<file path="config.mk">
export PLATFORM = sky130hd
export DESIGN_NAME = dmd_decoder
export DESIGN_NICKNAME = d
export VERILOG_FILES = /design/src/pkg/dmd_pkg.sv /design/src/pkg/dmd_surf_if.sv /design/src/hw/dmd_surf_res.sv /design/src/hw/dmd_decoder.sv
export VERILOG_INCLUDE_DIRS = /design/src /design/src/pkg
export SDC_FILE = /design/constraint.sdc
export NUM_CORES = 1
export LEC_CHECK = 0
export ABC_CLOCK_PERIOD_IN_PS = 5000
export BUFFER_PORTS_ARGS = -buffer_cell sky130_fd_sc_hd__buf_2
export CORE_UTILIZATION = 54
export DETAILED_ROUTE_END_ITERATION = 8
export PLACE_DENSITY = 0.8
export SLEW_MARGIN = 40
export SYNTH_ARGS = -nofsm -noshare
export SYNTH_HDL_FRONTEND = slang
export SYNTH_SLANG_ARGS = --single-unit
</file>
<file path="constraint.sdc">
create_clock -name sys_clk_i -period 5 [get_ports sys_clk_i]
set_clock_uncertainty 0.1 [all_clocks]
set_input_delay 0.5 -clock sys_clk_i [delete_from_list [all_inputs] [get_ports sys_clk_i]]
set_output_delay 0.5 -clock sys_clk_i [all_outputs]
set_load 0.03 [all_outputs]
</file>
<file path="src/pkg/dmd_map.svh">
// Register offsets, field positions and reset values of the descriptor decoder
`ifndef DMD_MAP_SVH
`define DMD_MAP_SVH

// ----
// Register byte offsets
// ----
`define DMD_OFS_DESC 5'h00
`define DMD_OFS_KIND 5'h04
`define DMD_OFS_GO 5'h08
`define DMD_OFS_STATUS 5'h0C
`define DMD_OFS_RES0 5'h10
`define DMD_OFS_RES1 5'h14
`define DMD_OFS_SCRATCH 5'h18
`define DMD_OFS_QUERY 5'h1C

// ----
// Descriptor field positions
// ----
`define DMD_F_INDEX 7:0
`define DMD_F_CHANNEL_DISABLE_MASK 11:8
`define DMD_F_LANE_A 8
`define DMD_F_ELEM 11:10
`define DMD_F_BLK 10:8
`define DMD_F_WIDE_S 13:12
`define DMD_F_LANE_B 13:12
`define DMD_F_SLOT 13:12
`define DMD_F_SCRATCH 11:0
`define DMD_F_HDR 19
`define DMD_F_PACKED 30

// ----
// Surface index codes and field limits
// ----
`define DMD_IDX_BTI_MAX 8'hEF
`define DMD_IDX_SSO 8'hFC
`define DMD_IDX_NC 8'hFD
`define DMD_IDX_SLM 8'hFE
`define DMD_IDX_COH 8'hFF
`define DMD_MASK_NONE 4'hF
`define DMD_UW_RGBA 4'h0
`define DMD_UW_RGB 4'h8
`define DMD_UW_RG 4'hC
`define DMD_UW_R 4'hE
`define DMD_LANE_B16 2'h1
`define DMD_LANE_B8 2'h2
`define DMD_SLOT_MAX 2'h2
`define DMD_OW_MAX 3'h4
`define DMD_WIDE_BLOCK_COUNT_LONG_ADDR_ONE 3'h1
`define DMD_WIDE_BLOCK_COUNT_LONG_ADDR_TWO 3'h2
`define DMD_SCRATCH_SHIFT 5

// ----
// Reset values
// ----
`define DMD_RST_DESC 32'h0000_0000
`define DMD_RST_KIND 8'h00

`endif

</file>
<file path="src/pkg/dmd_pkg.sv">
// Types shared by the descriptor decoder modules
`default_nettype none
package dmd_pkg;
    // Message kind, written by software into the kind register
    typedef enum logic [2:0] {
        DMD_UNTYPED_RD, DMD_UNTYPED_WR, DMD_TYPED_RD, DMD_TYPED_WR,
        DMD_GATHER_RD, DMD_BLOCK_HW, DMD_BLOCK_OW, DMD_SCRATCH
    } dmd_kind_t;
    // Address model of the message
    typedef enum logic [1:0] {
        DMD_AM_A64, DMD_AM_BTS, DMD_AM_SLM_A32, DMD_AM_BAD
    } dmd_model_t;
    // Resolved surface class
    typedef enum logic [2:0] {
        DMD_SC_NONE, DMD_SC_BTI, DMD_SC_SSO, DMD_SC_NC, DMD_SC_COH, DMD_SC_SLM
    } dmd_surf_t;
endpackage
`default_nettype wire

</file>
<file path="src/pkg/dmd_surf_if.sv">
// Carrier between the decoder top and its surface index resolver
`timescale 1ns/10ps
`default_nettype none
interface dmd_surf_if;
    import dmd_pkg::*;
    dmd_model_t model;
    logic [7:0] index;
    dmd_surf_t cls;
    logic ok;
    modport top (output model, output index, input cls, input ok);
    modport res (input model, input index, output cls, output ok);
endinterface
`default_nettype wire

</file>
<file path="src/hw/dmd_surf_res.sv">
// Surface index resolver for the descriptor decoder
`timescale 1ns/10ps
`default_nettype none
`include "dmd_map.svh"
module dmd_surf_res
    import dmd_pkg::*;
(
    // Carrier
    dmd_surf_if.res s
);
    wire logic is_bti;
    wire logic is_sso;
    wire logic is_nc;
    wire logic is_slm;
    wire logic is_coh;
    dmd_surf_t cls_a64;
    dmd_surf_t cls_bts;
    dmd_surf_t cls_slm;

    assign is_bti = (s.index <= `DMD_IDX_BTI_MAX);
    assign is_sso = (s.index == `DMD_IDX_SSO);
    assign is_nc = (s.index == `DMD_IDX_NC);
    assign is_slm = (s.index == `DMD_IDX_SLM);
    assign is_coh = (s.index == `DMD_IDX_COH);

    // Long addresses only reach stateless space
    assign cls_a64 = is_coh ? DMD_SC_COH : (is_nc ? DMD_SC_NC : DMD_SC_NONE);
    // Bound-only model has tables and state offset, nothing stateless
    assign cls_bts = is_bti ? DMD_SC_BTI : (is_sso ? DMD_SC_SSO : DMD_SC_NONE);
    assign cls_slm = is_bti ? DMD_SC_BTI :
                     is_sso ? DMD_SC_SSO :
                     is_nc ? DMD_SC_NC :
                     is_slm ? DMD_SC_SLM :
                     is_coh ? DMD_SC_COH : DMD_SC_NONE;

    assign s.cls = (s.model == DMD_AM_A64) ? cls_a64 :
                   (s.model == DMD_AM_BTS) ? cls_bts :
                   (s.model == DMD_AM_SLM_A32) ? cls_slm : DMD_SC_NONE;
    assign s.ok = (s.cls != DMD_SC_NONE);
endmodule
`default_nettype wire

</file>
<file path="src/hw/dmd_decoder.sv">
// Data-port message descriptor decoder with Avalon-MM register access
//
// The register offsets and register access over Avalon-MM are this design's own decisions.
`timescale 1ns/10ps
`default_nettype none
`include "dmd_map.svh"
module dmd_decoder
    import dmd_pkg::*;
(
    // Clock and reset
    input wire logic sys_clk_i,
    input wire logic rst_b_i,
    // Avalon-MM slave
    input wire logic [4:0] avs_address_i,
    input wire logic avs_read_i,
    input wire logic avs_write_i,
    input wire logic [31:0] avs_writedata_i,
    input wire logic [3:0] avs_byteenable_i,
    output logic [31:0] avs_readdata_o,
    output logic avs_waitrequest_o,
    // Access request toward the data port
    output logic access_issue_o,
    output logic [31:0] access_desc_o,
    output logic [2:0] access_kind_o,
    output logic access_refused_o
);
    // ----
    // Functions
    // ----
    function automatic logic [2:0] kept_count(input logic [3:0] m);
        kept_count = 3'(!m[0]) + 3'(!m[1]) + 3'(!m[2]) + 3'(!m[3]);
    endfunction

    function automatic logic [31:0] be_merge(input logic [31:0] old, input logic [31:0] wd,
                                             input logic [3:0] be);
        be_merge = old;
        for (int i = 0; i < 4; i++) begin
            if (be[i]) begin
                be_merge[i*8 +: 8] = wd[i*8 +: 8];
            end
        end
    endfunction

    // ----
    // Registers
    // ----
    logic [31:0] desc_reg;
    logic [7:0] kind_reg;
    logic refused_reg;
    logic [4:0] query_reg;
    logic [31:0] res0_reg;
    logic [31:0] res1_reg;
    logic [16:0] scratch_reg;
    logic invalid_reg;
    logic wait_reg;
    logic [31:0] rdata_reg;
    logic issue_reg;
    logic refuse_pulse_reg;
    logic [31:0] adesc_reg;
    logic [2:0] akind_reg;

    // ----
    // Bus decode
    // ----
    wire logic acc_edge;
    wire logic wr_take;
    wire logic wr_desc;
    wire logic wr_kind;
    wire logic wr_go;
    wire logic wr_status;
    wire logic wr_query;
    wire logic go_cmd;

    // The request is taken at the edge where waitrequest is seen low
    assign acc_edge = !wait_reg && (avs_read_i || avs_write_i);
    assign wr_take = acc_edge && avs_write_i;
    assign wr_desc = wr_take && (avs_address_i == `DMD_OFS_DESC);
    assign wr_kind = wr_take && (avs_address_i == `DMD_OFS_KIND) && avs_byteenable_i[0];
    assign wr_go = wr_take && (avs_address_i == `DMD_OFS_GO) && avs_byteenable_i[0];
    assign wr_status = wr_take && (avs_address_i == `DMD_OFS_STATUS) && avs_byteenable_i[0];
    assign wr_query = wr_take && (avs_address_i == `DMD_OFS_QUERY) && avs_byteenable_i[0];
    assign go_cmd = wr_go && avs_writedata_i[0];

    // ----------------------------------------
    // Field extraction
    // ----------------------------------------
    dmd_kind_t kind;
    dmd_model_t model;
    wire logic [3:0] channel_disable_mask;
    wire logic [1:0] elem_code;
    wire logic [2:0] blk_code;
    wire logic [1:0] wide_s_code;
    wire logic [1:0] lane_b_code;
    wire logic [1:0] slot_code;
    wire logic is_surface;
    wire logic is_typed;
    wire logic is_untyped_wr;
    wire logic uses_index;

    assign kind = dmd_kind_t'(kind_reg[2:0]);
    assign model = dmd_model_t'(kind_reg[5:4]);
    // Every field slice is taken out whatever the current kind is
    assign channel_disable_mask = desc_reg[`DMD_F_CHANNEL_DISABLE_MASK];
    assign elem_code = desc_reg[`DMD_F_ELEM];
    assign blk_code = desc_reg[`DMD_F_BLK];
    assign wide_s_code = desc_reg[`DMD_F_WIDE_S];
    assign lane_b_code = desc_reg[`DMD_F_LANE_B];
    assign slot_code = desc_reg[`DMD_F_SLOT];
    assign is_surface = (kind == DMD_UNTYPED_RD) || (kind == DMD_UNTYPED_WR) ||
                        (kind == DMD_TYPED_RD) || (kind == DMD_TYPED_WR);
    assign is_typed = (kind == DMD_TYPED_RD) || (kind == DMD_TYPED_WR);
    assign is_untyped_wr = (kind == DMD_UNTYPED_WR);
    // Scratch carries an offset where other kinds carry an index
    assign uses_index = (kind != DMD_SCRATCH);

    // ----------------------------------------
    // Surface index resolution
    // ----------------------------------------
    dmd_surf_if surf_c ();

    assign surf_c.model = model;
    assign surf_c.index = desc_reg[`DMD_F_INDEX];

    dmd_surf_res u_surf_res (
        .s(surf_c.res)
    );

    // ----------------------------------------
    // Channel mask
    // ----------------------------------------
    wire logic [3:0] chan_keep;
    wire logic [2:0] chan_cnt;
    wire logic mask_ok;
    wire logic uw_mask_ok;

    genvar gi;
    generate
        for (gi = 0; gi < 4; gi++) begin : g_chan
            // Bit 0 is red, then green, blue, alpha; a set bit drops the channel
            assign chan_keep[gi] = !channel_disable_mask[gi];
        end
    endgenerate
    assign chan_cnt = kept_count(channel_disable_mask);
    assign mask_ok = (channel_disable_mask != `DMD_MASK_NONE);
    assign uw_mask_ok = (channel_disable_mask == `DMD_UW_RGBA) || (channel_disable_mask == `DMD_UW_RGB) ||
                        (channel_disable_mask == `DMD_UW_RG) || (channel_disable_mask == `DMD_UW_R);

    // ----------------------------------------
    // Elements, lanes and layout
    // ----------------------------------------
    wire logic [3:0] elem_cnt;
    wire logic lanes16;
    wire logic lane_ok;
    wire logic [4:0] lanes;
    wire logic [1:0] regs_per_elem;
    wire logic [2:0] group_cnt;
    wire logic [6:0] return_regs;
    wire logic slot_ok;

    // Gathers carry 1, 2, 4 or 8 elements per lane; surfaces scale by kept channels
    assign elem_cnt = (kind == DMD_GATHER_RD) ? 4'(4'h1 << elem_code) : 4'h1;
    // Typed kinds put the slot group in the lane width bits
    assign lanes16 = (kind == DMD_GATHER_RD) ? desc_reg[`DMD_F_LANE_A] :
                     (!is_typed && (lane_b_code == `DMD_LANE_B16));
    assign lane_ok = !is_surface || is_typed || (lane_b_code == `DMD_LANE_B16) ||
                     (lane_b_code == `DMD_LANE_B8);
    assign lanes = lanes16 ? 5'h10 : 5'h08;
    assign regs_per_elem = lanes16 ? 2'h2 : 2'h1;
    assign group_cnt = is_surface ? chan_cnt : 3'h1;
    assign return_regs = 7'(elem_cnt * group_cnt * regs_per_elem);
    assign slot_ok = !is_typed || (slot_code <= `DMD_SLOT_MAX);

    // Register of element e, channel c: all channels of element 0 come first
    wire logic [2:0] q_elem;
    wire logic [1:0] q_chan;
    wire logic [6:0] q_index;

    assign q_elem = query_reg[2:0];
    assign q_chan = query_reg[4:3];
    assign q_index = 7'((7'(q_elem) * 7'(group_cnt) + 7'(q_chan)) * 7'(regs_per_elem));

    // ----------------------------------------
    // Block counts
    // ----------------------------------------
    logic [3:0] blk_cnt;
    logic [2:0] blk_regs;
    logic blk_high;
    logic blk_ok;

    always_comb begin
        blk_cnt = 4'h0;
        blk_regs = 3'h0;
        blk_high = 1'b0;
        blk_ok = 1'b1;
        case (kind)
            DMD_BLOCK_HW: begin
                if (model == DMD_AM_A64) begin
                    blk_ok = (blk_code == `DMD_WIDE_BLOCK_COUNT_LONG_ADDR_ONE) || (blk_code == `DMD_WIDE_BLOCK_COUNT_LONG_ADDR_TWO);
                    blk_cnt = {1'b0, blk_code};
                    blk_regs = blk_code;
                end else begin
                    blk_cnt = 4'(4'h1 << blk_code[1:0]);
                    blk_regs = blk_cnt[2:0] | {blk_cnt[3], 2'b00};
                    blk_ok = !blk_code[2];
                end
            end
            DMD_BLOCK_OW: begin
                blk_ok = (blk_code <= `DMD_OW_MAX);
                case (blk_code)
                    3'h0: begin
                        blk_cnt = 4'h1;
                    end
                    3'h1: begin
                        blk_cnt = 4'h1;
                        blk_high = 1'b1;
                    end
                    3'h2: begin
                        blk_cnt = 4'h2;
                        blk_regs = 3'h1;
                    end
                    3'h3: begin
                        blk_cnt = 4'h4;
                        blk_regs = 3'h2;
                    end
                    3'h4: begin
                        blk_cnt = 4'h8;
                        blk_regs = 3'h4;
                    end
                    default: begin
                        blk_cnt = 4'h0;
                    end
                endcase
            end
            DMD_SCRATCH: begin
                blk_cnt = 4'(4'h1 << wide_s_code);
                blk_regs = 3'(blk_cnt);
            end
            default: begin
                blk_cnt = 4'h0;
            end
        endcase
    end

    // ----
    // Validity and results
    // ----
    wire logic fields_ok;
    wire logic [31:0] res0_next;
    wire logic [31:0] res1_next;
    wire logic [16:0] scratch_next;

    assign fields_ok = (!uses_index || surf_c.ok) && lane_ok && slot_ok && blk_ok &&
                       (!is_surface || mask_ok) && (!is_untyped_wr || uw_mask_ok) &&
                       (model != DMD_AM_BAD);
    assign res0_next = {2'b00, desc_reg[`DMD_F_PACKED], desc_reg[`DMD_F_HDR], elem_cnt,
                        1'b0, chan_cnt, chan_keep, desc_reg[`DMD_F_INDEX], 5'h00, surf_c.cls};
    assign res1_next = {9'h000, return_regs, regs_per_elem[1], lanes, slot_code,
                        blk_high, blk_regs, blk_cnt};
    assign scratch_next = {desc_reg[`DMD_F_SCRATCH], 5'h00};

    // ----
    // Read mux
    // ----
    logic [31:0] rd_mux;

    always_comb begin
        case (avs_address_i)
            `DMD_OFS_DESC: rd_mux = desc_reg;
            `DMD_OFS_KIND: rd_mux = {24'h000000, kind_reg};
            `DMD_OFS_STATUS: rd_mux = {30'h0000_0000, refused_reg, invalid_reg};
            `DMD_OFS_RES0: rd_mux = res0_reg;
            `DMD_OFS_RES1: rd_mux = res1_reg;
            `DMD_OFS_SCRATCH: rd_mux = {15'h0000, scratch_reg};
            `DMD_OFS_QUERY: rd_mux = {16'h0000, 1'b0, q_index, 3'h0, query_reg};
            default: rd_mux = 32'h0000_0000;
        endcase
    end

    // ----
    // Bus handshake
    // ----
    // One wait cycle per access keeps read data from a flop
    always_ff @(posedge sys_clk_i) begin
        if (!rst_b_i) begin
            wait_reg <= 1'b1;
            rdata_reg <= 32'h0000_0000;
        end else begin
            wait_reg <= !(wait_reg && (avs_read_i || avs_write_i));
            rdata_reg <= rd_mux;
        end
    end

    // ----------------------------------------
    // Software registers
    // ----------------------------------------
    always_ff @(posedge sys_clk_i) begin
        if (!rst_b_i) begin
            desc_reg <= `DMD_RST_DESC;
            kind_reg <= `DMD_RST_KIND;
            query_reg <= 5'h00;
        end else begin
            if (wr_desc) begin
                desc_reg <= be_merge(desc_reg, avs_writedata_i, avs_byteenable_i);
            end
            if (wr_kind) begin
                kind_reg <= {2'b00, avs_writedata_i[5:4], 1'b0, avs_writedata_i[2:0]};
            end
            if (wr_query) begin
                query_reg <= avs_writedata_i[4:0];
            end
        end
    end

    // ----------------------------------------
    // Decode results
    // ----------------------------------------
    always_ff @(posedge sys_clk_i) begin
        if (!rst_b_i) begin
            res0_reg <= 32'h0000_0000;
            res1_reg <= 32'h0000_0000;
            scratch_reg <= 17'h00000;
            invalid_reg <= 1'b0;
        end else begin
            res0_reg <= res0_next;
            res1_reg <= res1_next;
            scratch_reg <= scratch_next;
            invalid_reg <= !fields_ok;
        end
    end

    // ----------------------------------------
    // Access issue
    // ----------------------------------------
    // Decision uses live fields so a go right after a descriptor write sees it
    always_ff @(posedge sys_clk_i) begin
        if (!rst_b_i) begin
            issue_reg <= 1'b0;
            refuse_pulse_reg <= 1'b0;
            refused_reg <= 1'b0;
            adesc_reg <= 32'h0000_0000;
            akind_reg <= 3'h0;
        end else begin
            issue_reg <= go_cmd && fields_ok;
            refuse_pulse_reg <= go_cmd && !fields_ok;
            if (go_cmd && !fields_ok) begin
                refused_reg <= 1'b1;
            end else if (wr_status && avs_writedata_i[1]) begin
                refused_reg <= 1'b0;
            end
            if (go_cmd && fields_ok) begin
                adesc_reg <= desc_reg;
                akind_reg <= kind_reg[2:0];
            end
        end
    end

    assign avs_readdata_o = rdata_reg;
    assign avs_waitrequest_o = wait_reg;
    assign access_issue_o = issue_reg;
    assign access_desc_o = adesc_reg;
    assign access_kind_o = akind_reg;
    assign access_refused_o = refuse_pulse_reg;
endmodule
`default_nettype wire

</file>
==> summary.md <==
| Metric | Value |
|---|---|
| WP data required | 5270 ps |
| Mapped Area | 0.007233 mm² |
| Pin slew with the least headroom to its limit | 865.1 ps |
| I/O pin total | 115 |
| CTS clk-pin slew, worst paths | 60 ps |
| Synthesis-stage register bit count | 161 |
| Vias in the first global route | 5838 |
| P&R area growth vs syn | 15.07% |
| Post-DP HPWL | 12630 µm |
| Total gr overflow | 0 |
| Post-route ant nets | 0 |
| Fin crit period | 4717 ps |
| Cells after Synth | 782 |
| CP startpoint | desc_reg[9]$_SDFFE_PN0P_ |
| Setup slack after layout | 282.8 ps |
| Async SR Flop Fraction | 0% |
| Setup TNS | 0 ps |
| Postcts setup bufs | 0 |
| Crit start category | register |
| Crit. End Element | register |
| Cell-internal power | 2.083 mW |
| Clk_lat worst skew | 430 ps |
| H-tree levels | 4 |
| WL/cell | 17.43 µm |
| Sequential area share after synthesis | 44.56% |
| DRT iter0 DRCs | 578 |
| Router iterations before antenna repair | 8 |
| Post-synthesis simple-gate area fraction | 17.77% |
| Worst Path Buf+Inv | 3 |
| PostCTS Resize Cnt | 0 |
| Max VDD drop | 0.2309 mV |
| Largest family of logic cells by synthesized area | simple AND/OR/NAND/NOR gates |
| Die W | 117.7 µm |
| Max-cap violations | 0 |
| FMAX | 0.2120 GHz |
| Crit Path Category | register to register |
| Final worst path period share | 94.34% |
| Leak Pwr | 3.651 nW |
| Synth unique cells | 71 |
| DRC errors left | 0 |
| Status | finished clean |
| Net Sw Power | 0.5982 mW |
| Final nets | 955 |
| Final setup fails | 0 |
| Clock Path Buffers | 2 |
| Area share of the largest cell type after synthesis | 44.56% |
| Largest delay contributor family on the critical path | adder cells |
| CP cell instances | inv_1 -> fa_1 -> ha_1 -> ha_1 -> nor2b_1 -> nand2_1 -> fa_1 -> inv_1 -> ha_1 -> fa_1 -> nand3_1 -> a21oi_1 -> nor3_1 -> ha_1 -> inv_1 -> or4b_2 -> nand3_1 |
| Post-synthesis mux area share | 9.133% |
| CTS buffer count | 17 |
| Synth Warn # | 0 |
| Worst hold start | avs_read_i |
| Crit path max fanout | 4 |
| Initial antenna violation count | 0 |
| PwrDens | 322.2 mW/mm² |
| CTS Root Cell | clkbuf_16 |
| Top post-synthesis cells by area | dfxtp_1, mux2i_1, nand2_1 |
| Top_reg_cell synth | dfxtp_1 |
| Mean Syn Cell Area | 9.250 µm² |
| Clock Power Share | 47.5% |
| IO Port Bufs | 114 |
| EDFF count, synth | 0 |
| Via density | 5.766 |
| Initial Utilization | 56.40% |
| RSZ-0062 raised after global routing | no |
| Total Power | 2.681 mW |
| CP arrival | 4990 ps |
| CTS tree | done |
| Worst rel slew slack | 42.02% |
| Site Rows | 41 |
| Post-Synth Adder-Cell Area | 6.435% |
| Fraction of layout cells with a size suffix above 1 | 18.99% |
| Synth area leader | dfxtp_1 |
| Gpl congestion | 0.9399 |
| Die Height | 117.7 µm |
| Complex-gate fraction of the synthesized area | 13.94% |
| Slowest stage delay, CP | 650 ps |
| Core Util, Final | 64.90% |
| Fin. max-slew vios | 0 |
| Reg2reg start | desc_reg[9]$_SDFFE_PN0P_ |
| Hold crit path type | primary input to register |
| Sink Count | 161 |
| Slowest-stage cell, CP | or4b_2 |
| First-pass GRT wire length | 29500 µm |
| Hold Vio Cnt, Final | 0 |
| Total of fill cells in the finished design | 1108 |
| # hold bufs at CTS | 0 |
| GRT Overall Usage | 27.26% |
| Comb pwr share | 4.2% |
| Vias | 6124 |
| Antenna cells | 0 |
| Placement Setup Slack | 376.4 ps |
| Largest net degree at the start of global routing | 83 |
| Share of total power in sequential cells | 48.4% |
| Core ar. | 0.01282 mm² |
| Die area | 0.01386 mm² |
| Post-synthesis xor/xnor area fraction | 0.7265% |
| Total wire length | 18510 µm |
| Switch share | 22.31% |
| CP most frequent cell | ha_1 |
cell families (layout without fill, tap and decap cells):
family / count (synthesis) / after routing
AOI/OAI and AO/OA: 149 / 149
and+or+nand+nor: 275 / 275
buffers and inverters: 90 / 194
DFF: 161 / 161
muxes: 66 / 66
xor gates and xnor gates: 6 / 6
other: 2 / 6
adders and majority gates: 33 / 33
worst paths after layout:
path | endpoint | slack, ps | depth (start not counted)
setup / recovery | avs_readdata_o[14]$_SDFF_PN0_ | 280 | 17
hold / removal | avs_waitrequest_o$_SDFF_PN1_ | 190 | 2
setup reg to reg | avs_readdata_o[14]$_SDFF_PN0_ | 280 | 17
hold reg to reg | access_desc_o[4]$_SDFFE_PN0P_ | 350 | 2
final cells by class:
class | instances | area, µm² | share of cell area, %
clock buffer | 20 | 446.7 | 5.367
tap | 172 | 215.2 | 2.586
multi-input combinational | 535 | 3510 | 42.17
inverter | 37 | 138.9 | 1.669
sequential | 161 | 3223 | 38.73
timing repair buffer | 125 | 656.9 | 7.892
clock inverter | 12 | 132.6 | 1.594
worst register-to-register path: stages (launching register included):
cell and delay (ps):
dfxtp_1 310, inv_1 160, fa_1 450, ha_1 200, ha_1 290, nor2b_1 250
nand2_1 130, fa_1 520, inv_1 50, ha_1 330, fa_1 490, nand3_1 110
a21oi_1 90, nor3_1 210, ha_1 180, inv_1 50, or4b_2 650, nand3_1 100
routing by layer:
| metal | wire (µm) | vias up | share of wire (%) | GRT usage, % |
|---|---|---|---|---|
| li1 | - | 2907 | - | - |
| met1 | 7645 | 2907 | 41 | 34.45 |
| met2 | 8940 | 273 | 48 | 44.38 |
| met3 | 1399 | 37 | 7.6 | 6.492 |
| met4 | 521 | 0 | 2.8 | 11.54 |
| met5 | 0 | - | 0 | 0 |
through the flow:
stage | hold slack [ps] | area [µm²] | std cells
CTS | 163.4 | 8315 | 1062
global route | 160.7 | 8323 | 1062
detailed placement | 344.9 | 7736 | 1030
floorplan | 331.8 | 7248 | 786
global placement | 337.3 | 7734 | 1030
finish | 185.4 | 8323 | 1062
power groups by stage:
stage	logic, mW	registers [mW]	clock network [mW]
2_1_floorplan	0.0737	1.33	0
3_3_place_gp	0.108	1.33	0
3_5_place_dp	0.109	1.33	0
4_1_cts	0.110	1.30	1.28
5_1_grt	0.125	1.30	1.34
6_report	0.112	1.30	1.27
synth_stat cells (all sizes together), types with 7 or more instances:
master  number
buf         15
nor3        10
a31oi       10
a21oi       45
a22oi       35
nand4        7
mux2i       66
fa           7
clkbuf      33
and3        10
and2        15
ha          26
a211oi       7
dfxtp      161
inv         37
a21o         7
nor2        62
nand2      115
o21ai       13
nand3       24
layout by cell type, fill, tap and decap left out, types with 24 or more instances in the layout:
master,n
inv_1,37
a21oi_1,45
a22oi_1,35
nand2_1,115
buf_2,114
nand3_1,24
dfxtp_1,161
mux2i_1,66
ha_1,26
nor2_1,61
(Power assumes the default switching activity.)
